**config.mk**
```make
export PLATFORM = sky130hd
export DESIGN_NAME = tdfc_line_coder
export DESIGN_NICKNAME = d
export VERILOG_FILES = /design/src/tdfc_pkg.sv /design/src/tdfc_line_coder.sv
export SDC_FILE = /design/constraint.sdc
export NUM_CORES = 1
export LEC_CHECK = 0
export BUFFER_PORTS_ARGS = -buffer_cell sky130_fd_sc_hd__buf_2
export CORE_UTILIZATION = 62
export CTS_CLUSTER_SIZE = 14
export DETAILED_ROUTE_END_ITERATION = 10
export PLACE_DENSITY = 0.81
export SLEW_MARGIN = 20
export SYNTH_ARGS = -nofsm -noshare
export SYNTH_HDL_FRONTEND = slang
export SYNTH_SLANG_ARGS = --single-unit
```
**constraint.sdc**
```tcl
create_clock -name ref_clk_i -period 12.9 [get_ports ref_clk_i]
set_input_delay 0.645 -clock ref_clk_i [delete_from_list [all_inputs] [get_ports ref_clk_i]]
set_output_delay 0.645 -clock ref_clk_i [all_outputs]
set_load 0.01 [all_outputs]
```
**src/tdfc_pkg.sv**
```systemverilog
// constants, field layout and state codes for the two-dimensional line coder
package tdfc_pkg;
  // line geometry
  localparam int LINE_W = 32;
  localparam int RUN_BITS = 6;
  // register byte offsets
  localparam logic [7:0] OFS_CTRL = 8'h00;
  localparam logic [7:0] OFS_PARAM = 8'h04;
  localparam logic [7:0] OFS_LINE = 8'h08;
  localparam logic [7:0] OFS_STATUS = 8'h0C;
  localparam logic [7:0] OFS_EXP_CTRL = 8'h10;
  localparam logic [7:0] OFS_EXP_LINE = 8'h14;
  // compressor_mode_ctrl / expander_mode_ctrl fields
  localparam int CTRL_MODE_LSB = 0;
  localparam int CTRL_START_BIT = 4;
  localparam int EXP_DUP_LSB = 8;
  // compressor_param_reg fields
  localparam int PARAM_SA_BIT = 0;
  localparam int PARAM_EOLF_BIT = 1;
  localparam int PARAM_DFC_LSB = 2;
  localparam int PARAM_K_LSB = 4;
  localparam int PARAM_SKIP_LSB = 8;
  localparam int PARAM_LAST_BIT = 12;
  // status fields
  localparam int STAT_BUSY_BIT = 0;
  localparam int STAT_READY_BIT = 1;
  localparam int STAT_PFX_OK_BIT = 2;
  localparam int STAT_PFX_ERR_BIT = 3;
  localparam int STAT_LINES_LSB = 16;
  // reset values
  localparam logic [1:0] RST_MODE = 2'h0;
  localparam logic [1:0] RST_DFC = 2'h0;
  localparam logic [3:0] RST_K = 4'h0;
  localparam logic [3:0] RST_SKIP = 4'h0;
  localparam logic [3:0] RST_DUP = 4'h0;
  // coding_mode_field and data_format_field encodings
  localparam logic [1:0] MODE_ONE_D = 2'b01;
  localparam logic [1:0] MODE_TWO_D = 2'b10;
  localparam logic [1:0] DFC_RTC = 2'b01;
  localparam logic [1:0] DFC_EOP = 2'b11;
  // code words and lengths
  localparam logic [11:0] EOL_CODE = 12'h001;
  localparam logic [4:0] EOL_LEN = 5'd12;
  localparam logic [3:0] PASS_CODE = 4'h1;
  localparam logic [4:0] PASS_LEN = 5'd4;
  localparam logic [2:0] HORZ_CODE = 3'h1;
  localparam logic [4:0] HORZ_LEN = 5'd9;
  localparam logic [4:0] RUN_LEN = 5'd6;
  localparam logic [2:0] RTC_COUNT = 3'd6;
  localparam logic [2:0] EOP_COUNT = 3'd2;
  // sequencer states
  typedef enum logic [3:0] {
    S_IDLE = 4'b0000, S_PREFIX = 4'b0001, S_WAIT = 4'b0010, S_CODE = 4'b0011,
    S_HRUN2 = 4'b0100, S_RUN1D = 4'b0101, S_EOL = 4'b0110, S_ALIGN = 4'b0111,
    S_TRAIL = 4'b1000
  } tdfc_state_type;
endpackage : tdfc_pkg

```
**src/tdfc_line_coder.sv**
```systemverilog
// two-dimensional fax line coder with line duplication and prefix check
// How it works
// - coded line becomes next reference line
// - first line 1-D, then K-1 2-D lines
// - emit EOL prefix, expander checks for it
// - mode field 10 selects two-dimensional coding
// - start marker select inserts starting EOL
// - interval field sets lines per group
// - interval zero codes every line 2-D
// - format 00 aligns lines, 01 appends RTC
// - format 10 unaligned, 11 appends end-of-page
// - terminator field 1 suppresses line EOLs
// - Group 4 white reference, no line EOLs
// - start position is imaginary white pixel
// - coding changes follow start, opposite colour
// - reference changes follow start, opposite colour
// - pass code when a1 beyond b2
// - after pass, reference changes re-searched
// - vertical code for offsets within three
// - after vertical, start moves to a1
// - horizontal prefix 001 plus two runs
// - after horizontal, start moves to a2
// - skip configured lines after each coded line
// - skipped coding references last coded line
// - expander repeats each line configured times
// - terminator field 0 appends EOL per line, except in Group 4
// - return-to-control is six EOLs
// - vertical code words per offset table
//
// Implementation choices: the Avalon-MM register port and the placing of the registers.
`timescale 1ns/1ns
module tdfc_line_coder (
  // clock, reset, enable
  input wire logic ref_clk_i,
  input wire logic srst_i,
  input wire logic ce_i,
  // avalon-mm slave
  input wire logic [7:0] avs_address_i,
  input wire logic avs_read_i,
  input wire logic avs_write_i,
  input wire logic [31:0] avs_writedata_i,
  input wire logic [3:0] avs_byteenable_i,
  output logic [31:0] avs_readdata_o,
  output logic avs_waitrequest_o,
  // compressed bit stream out
  output logic code_bit_o,
  output logic code_valid_o,
  input wire logic code_ready_i,
  // expander bit stream in, prefix check only
  input wire logic exp_bit_i,
  input wire logic exp_bit_valid_i,
  // duplicated expanded lines out
  output logic [tdfc_pkg::LINE_W-1:0] exp_line_o,
  output logic exp_line_valid_o,
  input wire logic exp_line_ready_i
);
  import tdfc_pkg::*;

  typedef struct packed {
    tdfc_state_type st;
    logic [1:0] mode;
    logic [1:0] emode;
    logic sa;
    logic eolf;
    logic last;
    logic [1:0] dfc;
    logic [3:0] kint;
    logic [3:0] skip;
    logic [3:0] dup;
    logic [LINE_W-1:0] cur;
    logic [LINE_W-1:0] ref_line;
    logic [5:0] a0;
    logic a0_start;
    logic a0_col;
    logic [15:0] sh;
    logic [4:0] len;
    logic [2:0] bitpos;
    logic [3:0] icnt;
    logic [3:0] skip_left;
    logic [2:0] eol_left;
    logic fin;
    logic [5:0] run2;
    logic [15:0] lines;
    logic rd_pend;
    logic [31:0] rdata;
    logic [3:0] pfx_cnt;
    logic pfx_ok;
    logic pfx_err;
    logic [LINE_W-1:0] exp_line;
    logic [3:0] dup_left;
    logic xv;
  } tdfc_regs_type;

  tdfc_regs_type s;
  tdfc_regs_type next_s;

  // next change right of from; none found gives the past-the-end position
  function automatic logic [6:0] tdfc_next_chg(input logic [LINE_W-1:0] ln, input int from,
                                              input logic chk, input logic col);
    int r;
    logic prev;
    r = LINE_W;
    for (int i = LINE_W - 1; i >= 0; i--) begin
      prev = (i == 0) ? 1'b0 : ln[(i == 0) ? 0 : i - 1];
      if (i > from && ln[i] != prev && (!chk || ln[i] == col)) begin
        r = i;
      end
    end
    return 7'(r);
  endfunction : tdfc_next_chg

  // vertical code word {length, bits} for offset a1 - b1
  function automatic logic [11:0] tdfc_vcode(input int d);
    case (d)
      1: return {4'd3, 8'h03};
      2: return {4'd6, 8'h03};
      3: return {4'd7, 8'h03};
      -1: return {4'd3, 8'h02};
      -2: return {4'd6, 8'h02};
      -3: return {4'd7, 8'h02};
      default: return {4'd1, 8'h01};
    endcase
  endfunction : tdfc_vcode

  // left-align a code word in the output shifter
  function automatic logic [15:0] tdfc_place(input logic [15:0] v, input logic [4:0] l);
    return v << (5'd16 - l);
  endfunction : tdfc_place

  // register read view, also the base for byte-lane merges
  function automatic logic [31:0] tdfc_rmux(input tdfc_regs_type r, input logic [7:0] a);
    logic [31:0] v;
    v = 32'h0000_0000;
    case (a)
      OFS_CTRL: v[CTRL_MODE_LSB +: 2] = r.mode;
      OFS_PARAM: begin
        v[PARAM_SA_BIT] = r.sa;
        v[PARAM_EOLF_BIT] = r.eolf;
        v[PARAM_DFC_LSB +: 2] = r.dfc;
        v[PARAM_K_LSB +: 4] = r.kint;
        v[PARAM_SKIP_LSB +: 4] = r.skip;
        v[PARAM_LAST_BIT] = r.last;
      end
      OFS_STATUS: begin
        v[STAT_BUSY_BIT] = (r.st != S_IDLE);
        v[STAT_READY_BIT] = (r.st == S_WAIT);
        v[STAT_PFX_OK_BIT] = r.pfx_ok;
        v[STAT_PFX_ERR_BIT] = r.pfx_err;
        v[STAT_LINES_LSB +: 16] = r.lines;
      end
      OFS_EXP_CTRL: begin
        v[CTRL_MODE_LSB +: 2] = r.emode;
        v[EXP_DUP_LSB +: 4] = r.dup;
      end
      default: v = 32'h0000_0000;
    endcase
    return v;
  endfunction : tdfc_rmux

  // change points for the current start position
  int a0i;
  logic [6:0] a1;
  logic [6:0] a2;
  logic [6:0] b1;
  logic [6:0] b2;
  int diff;
  logic free;
  logic pass_c;
  logic vert_c;
  logic g4;
  logic [5:0] base;
  assign a0i = s.a0_start ? -1 : int'(s.a0);
  assign a1 = tdfc_next_chg(s.cur, a0i, 1'b0, 1'b0);
  assign a2 = tdfc_next_chg(s.cur, int'(a1), 1'b0, 1'b0);
  assign b1 = tdfc_next_chg(s.ref_line, a0i, 1'b1, ~s.a0_col);
  assign b2 = tdfc_next_chg(s.ref_line, int'(b1), 1'b0, 1'b0);
  assign diff = int'(a1) - int'(b1);
  assign pass_c = (b2 < a1);
  assign vert_c = (diff >= -3) && (diff <= 3);
  assign g4 = (s.mode == MODE_TWO_D) && (s.kint == 4'h0);
  assign free = (s.len == 5'd0);
  assign base = s.a0_start ? 6'd0 : s.a0;

  // bus handshake: line writes stall until the coder is ready for one
  logic wr_acc;
  logic [31:0] wmerged;
  logic line_acc;
  logic [31:0] rview;
  assign avs_waitrequest_o = !ce_i || (avs_read_i && !s.rd_pend)
    || (avs_write_i && avs_address_i == OFS_LINE && s.st != S_WAIT)
    || (avs_write_i && avs_address_i == OFS_EXP_LINE && s.xv);
  assign wr_acc = avs_write_i && !avs_waitrequest_o;
  assign line_acc = wr_acc && avs_address_i == OFS_LINE && s.skip_left == 4'h0;
  // read view held in a net, a function result cannot be part-selected
  assign rview = tdfc_rmux(s, avs_address_i);
  always_comb begin
    for (int i = 0; i < 4; i++) begin
      wmerged[8*i +: 8] = avs_byteenable_i[i] ? avs_writedata_i[8*i +: 8] : rview[8*i +: 8];
    end
  end

  // next state of the whole block
  always_comb begin
    logic [11:0] vc;
    next_s = s;
    vc = tdfc_vcode(diff);
    // output shifter drains one bit per accepted cycle
    if (!free && code_ready_i) begin
      next_s.sh = {s.sh[14:0], 1'b0};
      next_s.len = s.len - 5'd1;
      next_s.bitpos = s.bitpos + 3'd1;
    end
    // one wait cycle gives registered read data
    if (avs_read_i && !s.rd_pend) begin
      next_s.rd_pend = 1'b1;
      next_s.rdata = tdfc_rmux(s, avs_address_i);
    end else if (avs_read_i) begin
      next_s.rd_pend = 1'b0;
    end
    // register writes
    if (wr_acc && avs_address_i == OFS_PARAM) begin
      next_s.sa = wmerged[PARAM_SA_BIT];
      next_s.eolf = wmerged[PARAM_EOLF_BIT];
      next_s.dfc = wmerged[PARAM_DFC_LSB +: 2];
      next_s.kint = wmerged[PARAM_K_LSB +: 4];
      next_s.skip = wmerged[PARAM_SKIP_LSB +: 4];
      next_s.last = wmerged[PARAM_LAST_BIT];
    end
    if (wr_acc && avs_address_i == OFS_EXP_CTRL) begin
      next_s.emode = wmerged[CTRL_MODE_LSB +: 2];
      next_s.dup = wmerged[EXP_DUP_LSB +: 4];
      if (wmerged[CTRL_START_BIT]) begin
        next_s.pfx_cnt = 4'h0;
        next_s.pfx_ok = 1'b0;
        next_s.pfx_err = 1'b0;
      end
    end
    // expander expects the leading EOL before any line data
    if (exp_bit_valid_i && !s.pfx_ok && !s.pfx_err) begin
      if (exp_bit_i != EOL_CODE[4'd11 - s.pfx_cnt]) begin
        next_s.pfx_err = 1'b1;
      end else if (s.pfx_cnt == 4'd11) begin
        next_s.pfx_ok = 1'b1;
      end else begin
        next_s.pfx_cnt = s.pfx_cnt + 4'h1;
      end
    end
    // duplicated line output, extra copies counted down
    if (wr_acc && avs_address_i == OFS_EXP_LINE) begin
      next_s.exp_line = avs_writedata_i[LINE_W-1:0];
      next_s.xv = 1'b1;
      next_s.dup_left = s.dup;
    end else if (s.xv && exp_line_ready_i) begin
      if (s.dup_left != 4'h0) begin
        next_s.dup_left = s.dup_left - 4'h1;
      end else begin
        next_s.xv = 1'b0;
      end
    end
    // document start; a new document always sees an all-white reference
    if (wr_acc && avs_address_i == OFS_CTRL) begin
      next_s.mode = wmerged[CTRL_MODE_LSB +: 2];
      if (wmerged[CTRL_START_BIT] && s.st == S_IDLE
          && (wmerged[1:0] == MODE_ONE_D || wmerged[1:0] == MODE_TWO_D)) begin
        next_s.ref_line = '0;
        next_s.icnt = 4'h0;
        next_s.skip_left = 4'h0;
        next_s.lines = 16'h0000;
        next_s.fin = 1'b0;
        next_s.st = s.sa ? S_PREFIX : S_WAIT;
      end
    end
    // line write: discarded while skipping, else starts coding
    if (wr_acc && avs_address_i == OFS_LINE) begin
      if (s.skip_left != 4'h0) begin
        next_s.skip_left = s.skip_left - 4'h1;
      end else begin
        next_s.cur = avs_writedata_i[LINE_W-1:0];
        next_s.a0 = 6'd0;
        next_s.a0_start = 1'b1;
        next_s.a0_col = 1'b0;
        next_s.icnt = (s.icnt + 4'h1 >= s.kint) ? 4'h0 : s.icnt + 4'h1;
        if (s.mode == MODE_ONE_D || (s.kint != 4'h0 && s.icnt == 4'h0)) begin
          next_s.st = S_RUN1D;
        end else begin
          next_s.st = S_CODE;
        end
      end
    end
    // coding sequencer, loads the shifter only once it is empty
    case (s.st)
      S_IDLE: begin
      end
      S_PREFIX: begin
        if (free) begin
          next_s.sh = tdfc_place(16'(EOL_CODE), EOL_LEN);
          next_s.len = EOL_LEN;
          next_s.st = S_WAIT;
        end
      end
      S_WAIT: begin
      end
      S_CODE: begin
        if (free) begin
          next_s.a0_start = 1'b0;
          if (pass_c) begin
            next_s.sh = tdfc_place(16'(PASS_CODE), PASS_LEN);
            next_s.len = PASS_LEN;
            next_s.a0 = b2[5:0];
          end else if (vert_c) begin
            next_s.sh = tdfc_place(16'(vc[7:0]), 5'(vc[11:8]));
            next_s.len = 5'(vc[11:8]);
            next_s.a0 = a1[5:0];
            next_s.a0_col = ~s.a0_col;
            if (a1 >= 7'(LINE_W)) begin
              next_s.st = S_EOL;
            end
          end else begin
            next_s.sh = tdfc_place(16'({HORZ_CODE, 6'(a1[5:0] - base)}), HORZ_LEN);
            next_s.len = HORZ_LEN;
            next_s.run2 = 6'(a2[5:0] - a1[5:0]);
            next_s.a0 = a2[5:0];
            next_s.st = S_HRUN2;
          end
        end
      end
      S_HRUN2: begin
        if (free) begin
          next_s.sh = tdfc_place(16'(s.run2), RUN_LEN);
          next_s.len = RUN_LEN;
          next_s.st = (s.a0 >= 6'(LINE_W)) ? S_EOL : S_CODE;
        end
      end
      S_RUN1D: begin
        if (free) begin
          next_s.sh = tdfc_place(16'(6'(a1[5:0] - base)), RUN_LEN);
          next_s.len = RUN_LEN;
          next_s.a0 = a1[5:0];
          next_s.a0_start = 1'b0;
          if (a1 >= 7'(LINE_W)) begin
            next_s.st = S_EOL;
          end
        end
      end
      S_EOL: begin
        if (free) begin
          next_s.ref_line = s.cur;
          next_s.lines = s.lines + 16'h0001;
          next_s.skip_left = s.skip;
          if (!s.eolf && !g4) begin
            next_s.sh = tdfc_place(16'(EOL_CODE), EOL_LEN);
            next_s.len = EOL_LEN;
          end
          next_s.st = S_ALIGN;
        end
      end
      S_ALIGN: begin
        if (free) begin
          if ((s.fin || !s.dfc[1]) && s.bitpos != 3'd0) begin
            next_s.len = 5'd8 - 5'(s.bitpos);
            next_s.sh = 16'h0000;
          end else if (s.fin) begin
            next_s.st = S_IDLE;
          end else if (s.last) begin
            next_s.fin = 1'b1;
            next_s.eol_left = (s.dfc == DFC_RTC) ? RTC_COUNT
                            : (s.dfc == DFC_EOP) ? EOP_COUNT : 3'd0;
            next_s.st = S_TRAIL;
          end else begin
            next_s.st = S_WAIT;
          end
        end
      end
      S_TRAIL: begin
        if (free) begin
          if (s.eol_left != 3'd0) begin
            next_s.sh = tdfc_place(16'(EOL_CODE), EOL_LEN);
            next_s.len = EOL_LEN;
            next_s.eol_left = s.eol_left - 3'd1;
          end else begin
            next_s.st = S_ALIGN;
          end
        end
      end
      default: next_s.st = S_IDLE;
    endcase
  end

  // all state registered together; ce low freezes everything
  always_ff @(posedge ref_clk_i) begin
    if (srst_i) begin
      s <= '0;
      s.st <= S_IDLE;
      s.mode <= RST_MODE;
      s.dfc <= RST_DFC;
      s.kint <= RST_K;
      s.skip <= RST_SKIP;
      s.dup <= RST_DUP;
    end else if (ce_i) begin
      s <= next_s;
    end
  end

  // outputs
  assign avs_readdata_o = s.rdata;
  assign code_bit_o = s.sh[15];
  assign code_valid_o = !free;
  assign exp_line_o = s.exp_line;
  assign exp_line_valid_o = s.xv;

  logic step;
  assign step = ce_i && free;
endmodule : tdfc_line_coder

```
==> metrics.txt, run 1 <==
# TYPE chip_impl_metric gauge
chip_impl_metric{name="clock_path_buffers",unit=""} 3
chip_impl_metric{name="max_freq",unit="MHz"} 140
chip_impl_metric{name="sw_frac_of_total",unit=""} 0.285
chip_impl_metric{name="fin_skew",unit="ns"} 0.0185
chip_impl_info{name="crit_slowest_cell",value="dfxtp_1"} 1
chip_impl_metric{name="first_global_vias",unit=""} 16200
chip_impl_info{name="worstPathCellList",value="or4b_1 > o221ai_2 > o31a_1 > o2111ai_1 > a2111oi_0 > o21ai_1 > nand3_1 > ha_1 > inv_1 > fa_1 > a21o_1 > a21oi_1 > xnor2_1 > nand2_1 > or4_1 > and2_1 > a211o_1 > a221oi_1 > o41ai_2"} 1
chip_impl_metric{name="syn_area",unit="um^2"} 17600
chip_impl_metric{name="cell_count_of_the_worst_reg_to_reg_path",unit=""} 19
chip_impl_info{name="critical-path-top-delay-family",value="compound AO/OA/AOI/OAI gates"} 1
chip_impl_metric{name="grt_first_pass_wirelength",unit="um"} 85700
chip_impl_metric{name="finalWorstPathRequiredPeriod",unit="ns"} 7.16
chip_impl_metric{name="timing.final.setup_violations",unit=""} 0
chip_impl_metric{name="synth-seq-area-share",unit=""} 0.259
chip_impl_metric{name="crit_arrival",unit="ns"} 7.54
chip_impl_metric{name="grt_use_met2",unit=""} 0.588
chip_impl_info{name="cts_root_buf",value="clkbuf_16"} 1
chip_impl_metric{name="p_seq_frac",unit=""} 0.419
chip_impl_metric{name="synth_cell_type_count",unit=""} 121
chip_impl_metric{name="routed_via_count_divided_by_cell_count",unit=""} 6.69
chip_impl_info{name="unrepaired_setup_endpoints_after_global_routing",value="false"} 1
chip_impl_metric{name="clock_latency",unit="ns"} 0.53
chip_impl_metric{name="io_pins",unit=""} 121
chip_impl_metric{name="core-area",unit="um^2"} 27900
chip_impl_metric{name="first_pass_iters",unit=""} 6
chip_impl_metric{name="initial_core_util",unit=""} 0.632
chip_impl_metric{name="ys_async_sr_fraction",unit=""} 0
chip_impl_metric{name="dieHeight",unit="um"} 171
chip_impl_info{name="critical_path_sink_type",value="flop"} 1
chip_impl_metric{name="critical-path-max-stage-delay",unit="ns"} 1.00
chip_impl_metric{name="grt_antenna_before_repair",unit=""} 0
chip_impl_metric{name="area_growth_syn_to_layout",unit="%"} 4.54
chip_impl_metric{name="detail-route-antenna-nets",unit=""} 0
chip_impl_metric{name="postSynthRegisterBits",unit=""} 228
chip_impl_metric{name="diodes_inserted",unit=""} 0
chip_impl_metric{name="finalWeightedCongestion",unit=""} 0.993
chip_impl_info{name="cp-start-kind",value="flop"} 1
chip_impl_metric{name="final_layout_size_suffix_gt1_frac",unit=""} 0.121
chip_impl_metric{name="timing.critical_path.depth",unit=""} 19
chip_impl_metric{name="cellPowerDensity",unit="nW/um^2"} 94.1
chip_impl_metric{name="grt.met3_usage",unit=""} 0.0525
chip_impl_metric{name="timing.critical_path.fanout_max",unit=""} 24
chip_impl_metric{name="grt.overflow.total",unit=""} 0
chip_impl_metric{name="route.vias.total",unit=""} 18100
chip_impl_metric{name="finalCoreUtilization",unit=""} 0.661
chip_impl_metric{name="power_report.internal_total",unit="uW"} 1240
chip_impl_metric{name="cts_hold_repair.buffers",unit=""} 0
chip_impl_metric{name="cts-buffers-inserted",unit=""} 25
chip_impl_info{name="grt_busiest_layer",value="met2"} 1
chip_impl_info{name="regToRegStartpoint",value="s[140]"} 1
chip_impl_info{name="worst_setup_path_startpoint",value="s[140]"} 1
chip_impl_metric{name="cts_max_level",unit=""} 1
chip_impl_metric{name="grt_start_max_net_pins",unit=""} 120
chip_impl_metric{name="wl_per_cell",unit="um"} 20.1
chip_impl_info{name="worstReg2RegEnd",value="s[141]"} 1
chip_impl_metric{name="slew_violations",unit=""} 0
chip_impl_metric{name="cp_num_buf_inv",unit=""} 1
chip_impl_metric{name="groute.layer.met1.usage",unit=""} 0.477
chip_impl_metric{name="period_share",unit=""} 0.555
chip_impl_metric{name="post-cts-setup-buffer-count",unit=""} 0
chip_impl_metric{name="slew_headroom",unit=""} 0.285
chip_impl_metric{name="number_of_enable_flip_flop_cells_after_synthesis",unit=""} 0
chip_impl_info{name="cp-endpoint",value="s[141]"} 1
chip_impl_info{name="cts_tree",value="yes"} 1
chip_impl_info{name="run_status",value="complete, no violations"} 1
chip_impl_info{name="hold_path.class",value="input port to flop"} 1
chip_impl_metric{name="synth.yosys.warnings",unit=""} 0
chip_impl_metric{name="grt_util_overall",unit=""} 0.364
chip_impl_metric{name="drt-initial-drc-count",unit=""} 1983
chip_impl_metric{name="port_buffers",unit=""} 115
chip_impl_metric{name="crit_path_required_time",unit="ns"} 13.28
chip_impl_metric{name="fp-row-count",unit=""} 61
chip_impl_metric{name="routed_wl",unit="um"} 54500
chip_impl_metric{name="clkTransAtPathRegs",unit="ns"} 0.06
chip_impl_metric{name="dp.final_hpwl",unit="um"} 39600
chip_impl_metric{name="final_nets",unit=""} 2409
chip_impl_metric{name="cellLeakagePower",unit="uW"} 0.00696
chip_impl_metric{name="clkSinkCount",unit=""} 228
chip_impl_metric{name="hold_violation_count_in_the_final_report",unit=""} 0
chip_impl_metric{name="die_area",unit="um^2"} 29100
chip_impl_metric{name="final.fill_count",unit=""} 2469
chip_impl_metric{name="postCtsResizedCells",unit=""} 0
chip_impl_metric{name="worst_slew_pin_slew",unit="ns"} 1.07
chip_impl_metric{name="setup_total_negative_slack",unit="ns"} 0
chip_impl_metric{name="detail_route.drc_violations",unit=""} 0
chip_impl_metric{name="avgSynthCellArea",unit="um^2"} 7.35
chip_impl_metric{name="chipWidth",unit="um"} 171
chip_impl_metric{name="timing.max_cap.violations",unit=""} 0
chip_impl_info{name="synth_ff_type",value="dfxtp_1"} 1
chip_impl_metric{name="max-vdd-ir-drop",unit="V"} 0.000125
chip_impl_metric{name="p_switching",unit="uW"} 494
chip_impl_metric{name="pwr-share-clk",unit=""} 0.434
chip_impl_metric{name="r2r_setup_slack",unit="ns"} 5.74
chip_impl_metric{name="syn_inst",unit=""} 2396
chip_impl_metric{name="comb_power_share",unit=""} 0.148
chip_impl_info{name="crit_type",value="flop to flop"} 1
==> metal layers <==
| layer | vias up | wire length, um |
|---|---|---|
| met1 | 8567 | 22600 |
| met2 | 942 | 24600 |
| met5 | - | 0 |
| met3 | 148 | 4890 |
| li1 | 8479 | - |
| met4 | 0 | 2400 |
==> how the worst min path moves through the flow <==
| stage | from | cells after the start | to | slack, ns |
|---|---|---|---|---|
| 5_1_grt | avs_writedata_i[29] | 3 | s[203] | 0.38 |
| 3_3_place_gp | s[118] | 2 | s[118] | 0.42 |
| 3_5_place_dp | s[118] | 2 | s[118] | 0.42 |
| 2_1_floorplan | s[118] | 2 | s[118] | 0.41 |
| 4_1_cts | avs_writedata_i[24] | 3 | exp_line_o[24] | 0.36 |
| 6_report | avs_writedata_i[24] | 3 | exp_line_o[24] | 0.37 |
==> synth_stat cells (23+ instances only) <==
master | instances | area share
a211oi_1 | 32 | 0.014
a21o_1 | 30 | 0.013
a21oi_1 | 231 | 0.066
a22oi_1 | 55 | 0.023
a31oi_1 | 35 | 0.012
buf_4 | 73 | 0.031
clkbuf_1 | 126 | 0.027
dfxtp_1 | 228 | 0.26
ha_1 | 39 | 0.028
inv_1 | 56 | 0.012
mux2i_1 | 30 | 0.017
nand2_1 | 320 | 0.068
nand2b_1 | 31 | 0.011
nand3_1 | 64 | 0.018
nor2_1 | 256 | 0.055
nor3_1 | 40 | 0.011
nor3b_1 | 23 | 0.0098
o21ai_0 | 110 | 0.031
xnor2_1 | 52 | 0.026
xor2_1 | 37 | 0.018
==> power by group through the flow <==
stage | logic (uW) | clock network (uW) | registers [uW]
global route | 277 | 785 | 727
floorplan | 185 | 0 | 736
finish | 256 | 752 | 726
global placement | 240 | 0 | 740
detailed placement | 244 | 0 | 741
CTS | 246 | 757 | 725
==> placed cells by master, fill, tap and decap left out, types with 32 or more instances in the layout <==
cell type	count
a21oi_1	231
nor3_1	40
dfxtp_1	227
a22oi_1	55
nand3_1	64
xor2_1	37
o21ai_0	110
nand2_1	320
buf_2	114
xnor2_1	52
inv_1	56
a211oi_1	32
ha_1	39
nor2_1	255
a31oi_1	35
==> sequential cells by signal, indices dropped and copies added (netlist names) <==
name              cells
exp_line_valid_o      1
exp_line_o           32
s                   165
avs_readdata_o       29
code_bit_o            1
==> final cells by class <==
class	instances	area, um^2	share of cell area
multi-input cells	1862	11600	0.628
flip-flops and latches	228	4570	0.248
repair buffers	134	724	0.0393
clock buffers	29	661	0.0359
well taps	378	473	0.0257
inverters	63	239	0.0130
clock inverters	15	190	0.0103
==> metrics by stage <==
stage,area (um^2),instances,total power [uW],setup WS (ns),hold slack (ns)
4_1_cts,18400,2709,1730,5.97,0.362
3_5_place_dp,17600,2665,985,5.98,0.422
2_1_floorplan,17600,2398,921,7.64,0.410
5_1_grt,18400,2709,1790,5.46,0.376
6_report,18400,2709,1730,5.74,0.373
3_3_place_gp,17600,2665,981,6.06,0.416
==> cell families after synthesis <==
kind of cell	count (synthesis)	share of synthesized area
compound gates	753	0.294
fa+ha+maj	42	0.0311
mux	35	0.0202
other cells	1	0.000213
xor+xnor	89	0.0443
simple gates	940	0.265
buf+inv	308	0.0862
flops	228	0.259
==> worst register-to-register path, stage by stage, from the launching register on <==
cell	delay, ns
dfxtp_1	1.00
or4b_1	0.78
o221ai_2	0.40
o31a_1	0.21
o2111ai_1	0.12
a2111oi_0	0.50
o21ai_1	0.21
nand3_1	0.59
ha_1	0.27
inv_1	0.06
fa_1	0.40
a21o_1	0.17
a21oi_1	0.22
xnor2_1	0.18
nand2_1	0.07
or4_1	0.60
and2_1	0.42
a211o_1	0.35
a221oi_1	0.33
o41ai_2	0.12
No activity file was read; power rests on OpenSTA's default activity.
==> run 2: changes to the inputs <==
--- a/config.mk
+++ b/config.mk
@@ -6,10 +6,10 @@
 export NUM_CORES = 1
 export LEC_CHECK = 0
 export BUFFER_PORTS_ARGS = -buffer_cell sky130_fd_sc_hd__buf_2
-export CORE_UTILIZATION = 62
+export CORE_UTILIZATION = 56
 export CTS_CLUSTER_SIZE = 14
 export DETAILED_ROUTE_END_ITERATION = 10
-export PLACE_DENSITY = 0.81
+export PLACE_DENSITY = 0.78
 export SLEW_MARGIN = 20
 export SYNTH_ARGS = -nofsm -noshare
 export SYNTH_HDL_FRONTEND = slang
==> constraint.sdc (replaced) <==
create_clock -name ref_clk_i -period 6.5 [get_ports ref_clk_i]
set_input_delay 0.325 -clock ref_clk_i [delete_from_list [all_inputs] [get_ports ref_clk_i]]
set_output_delay 0.325 -clock ref_clk_i [all_outputs]
set_load 0.01 [all_outputs]
==> run 2 against run 1 <==
Effect of this change: combinational power increased by 110%; via count increased by 2.3%; clock-buffer cell count up 5; first-iteration DRC count rose by 24%; die area rose by 11%; cell count is 3.7% higher; setup slack got worse by 5.5 ns; global-route usage is 2.4 points lower; critical path depth up 3; wire length up 3.7%; non-clock buffer count increased by 74; critical endpoint is now s[127].
==> metrics.txt, run 2 (synthesis gave the netlist of run 1 again) <==
# TYPE chip_impl_metric gauge
chip_impl_info{name="run_status",value="complete, no violations"} 1
chip_impl_metric{name="clkTransAtPathRegs",unit="ns"} 0.06
chip_impl_metric{name="final_nets",unit=""} 2486
chip_impl_metric{name="grt_antenna_before_repair",unit=""} 0
chip_impl_metric{name="grt_start_max_net_pins",unit=""} 92
chip_impl_metric{name="setup_total_negative_slack",unit="ns"} 0
chip_impl_metric{name="routed_wl",unit="um"} 56500
chip_impl_metric{name="grt_first_pass_wirelength",unit="um"} 88000
chip_impl_metric{name="final_layout_size_suffix_gt1_frac",unit=""} 0.147
chip_impl_metric{name="detail_route.drc_violations",unit=""} 0
chip_impl_info{name="crit_slowest_cell",value="dfxtp_1"} 1
chip_impl_info{name="critical-path-top-delay-family",value="compound AO/OA/AOI/OAI gates"} 1
chip_impl_metric{name="chipWidth",unit="um"} 179
chip_impl_metric{name="cellLeakagePower",unit="uW"} 0.00740
chip_impl_metric{name="clock_latency",unit="ns"} 0.58
chip_impl_metric{name="port_buffers",unit=""} 115
chip_impl_metric{name="dieHeight",unit="um"} 179
chip_impl_metric{name="routed_via_count_divided_by_cell_count",unit=""} 6.61
chip_impl_metric{name="first_pass_iters",unit=""} 7
chip_impl_info{name="crit_type",value="flop to flop"} 1
chip_impl_metric{name="timing.max_cap.violations",unit=""} 0
chip_impl_metric{name="cellPowerDensity",unit="nW/um^2"} 190
chip_impl_metric{name="drt-initial-drc-count",unit=""} 2459
chip_impl_metric{name="finalCoreUtilization",unit=""} 0.624
chip_impl_metric{name="slew_headroom",unit=""} 0.368
chip_impl_metric{name="grt_util_overall",unit=""} 0.339
chip_impl_metric{name="cts_max_level",unit=""} 1
chip_impl_metric{name="cts-buffers-inserted",unit=""} 27
chip_impl_metric{name="die_area",unit="um^2"} 32200
chip_impl_info{name="final_common_cell",value="nand2_1"} 1
chip_impl_metric{name="largest_register_ff_count",unit=""} 165
chip_impl_metric{name="grt.overflow.total",unit=""} 0
chip_impl_metric{name="slew_violations",unit=""} 0
chip_impl_metric{name="io_pins",unit=""} 121
chip_impl_metric{name="fp-row-count",unit=""} 64
chip_impl_metric{name="detail-route-antenna-nets",unit=""} 0
chip_impl_metric{name="worst_slew_pin_slew",unit="ns"} 0.945
chip_impl_metric{name="critical-path-max-stage-delay",unit="ns"} 0.67
chip_impl_info{name="final_cell_mix",value="nand2_1, nor2_1, a21oi_1"} 1
chip_impl_info{name="cts_tree",value="yes"} 1
chip_impl_metric{name="fin_area",unit="um^2"} 19200
chip_impl_info{name="cts_root_buf",value="clkbuf_16"} 1
chip_impl_metric{name="area_growth_syn_to_layout",unit="%"} 8.89
chip_impl_metric{name="initial_core_util",unit=""} 0.573
chip_impl_info{name="hold_path.class",value="input port to flop"} 1
chip_impl_info{name="cp-start-kind",value="flop"} 1
chip_impl_metric{name="timing.final.setup_violations",unit=""} 0
chip_impl_metric{name="cp_num_buf_inv",unit=""} 4
chip_impl_metric{name="finalWeightedCongestion",unit=""} 0.989
chip_impl_metric{name="first_global_vias",unit=""} 16600
chip_impl_metric{name="finalWorstPathRequiredPeriod",unit="ns"} 6.26
chip_impl_metric{name="period_share",unit=""} 0.964
chip_impl_metric{name="timing.critical_path.fanout_max",unit=""} 24
chip_impl_metric{name="hold_violation_count_in_the_final_report",unit=""} 0
chip_impl_metric{name="diodes_inserted",unit=""} 0
chip_impl_metric{name="crit_path_required_time",unit="ns"} 6.96
chip_impl_metric{name="crit_arrival",unit="ns"} 6.72
chip_impl_metric{name="detailed_place.area",unit="um^2"} 18000
chip_impl_metric{name="core-area",unit="um^2"} 30700
chip_impl_info{name="top_register",value="s"} 1
chip_impl_metric{name="max_freq",unit="MHz"} 160
chip_impl_metric{name="clock_path_buffers",unit=""} 3
chip_impl_metric{name="dp.final_hpwl",unit="um"} 41600
chip_impl_info{name="worstPathCellList",value="buf_4 > or3_1 > o21ai_0 > a2111oi_0 > o21ai_0 > a211oi_2 > a21boi_4 > buf_4 > inv_2 > a311o_1 > o211ai_1 > or3_1 > or2_2 > nand2b_1 > inv_1 > ha_1 > and4_1 > o221ai_1 > o21a_4 > nand2b_1 > o32a_1 > a211oi_1"} 1
chip_impl_metric{name="wl_per_cell",unit="um"} 20.1
chip_impl_metric{name="fin_skew",unit="ns"} 0.0378
chip_impl_metric{name="max-vdd-ir-drop",unit="V"} 0.000221
chip_impl_metric{name="route.vias.total",unit=""} 18600
chip_impl_metric{name="clkSinkCount",unit=""} 228
chip_impl_info{name="critical_path_sink_type",value="flop"} 1
## run 2: report_power, final
part	switching, uW	internal [uW]
clock network	649	1020
registers	26.8	1420
logic	353	171
## run 2: worst reg2reg max path, stage by stage (launching register included)
cell       delay [ns]
dfxtp_1          0.67
buf_4            0.26
or3_1            0.18
o21ai_0          0.25
a2111oi_0        0.65
o21ai_0          0.23
a211oi_2         0.46
a21boi_4         0.16
buf_4            0.17
inv_2            0.17
a311o_1          0.23
o211ai_1         0.12
or3_1            0.38
or2_2            0.34
nand2b_1         0.17
inv_1            0.07
ha_1             0.13
and4_1           0.19
o221ai_1         0.12
o21a_4           0.32
nand2b_1         0.30
o32a_1           0.39
a211oi_1         0.23
## run 2: final timing paths
path         endpoint          startpoint  cells after the start  slack (ns)
max            s[127]              s[141]                     22        0.24
min            s[183]  avs_writedata_i[9]                      3        0.01
max reg2reg    s[127]              s[141]                     22        0.24
min reg2reg    s[118]              s[118]                      2        0.43
## run 2: layout make-up
type,count,area (um^2)
Tap cell,396,495
Multi-Input combinational cell,1863,11600
Fill cell,2756,11600
Timing Repair Buffer,208,1320
Inverter,63,239
Sequential cell,228,4570
Clock buffer,34,752
Clock inverter,16,231
## run 2: timing repair
item | in CTS | in global routing
resized for setup | 0 | 7
setup buffers | 0 | 6
setup endpoints to repair | 0 | 26
hold buffers | 14 | 1
hold endpoints to repair | 18 | 1
## run 2: metrics by stage
stage	setup slack (ns)	hold slack [ns]	total power, uW	cells
3_3_place_gp	0.347	0.416	1960	2736
3_5_place_dp	0.226	0.424	1970	2736
4_1_cts	0.201	0.000439	3630	2800
5_1_grt	-0.0119	0.0142	3760	2808
6_report	0.236	0.0118	3640	2808
2_1_floorplan	1.24	0.410	1830	2398
## run 2: layer usage
layer	global-route usage	share of wire	vias to the layer above
li1	-	-	8637
met1	0.449	0.41	8762
met2	0.554	0.46	1007
met3	0.0553	0.093	156
met4	0.123	0.036	0
met5	0	0	-
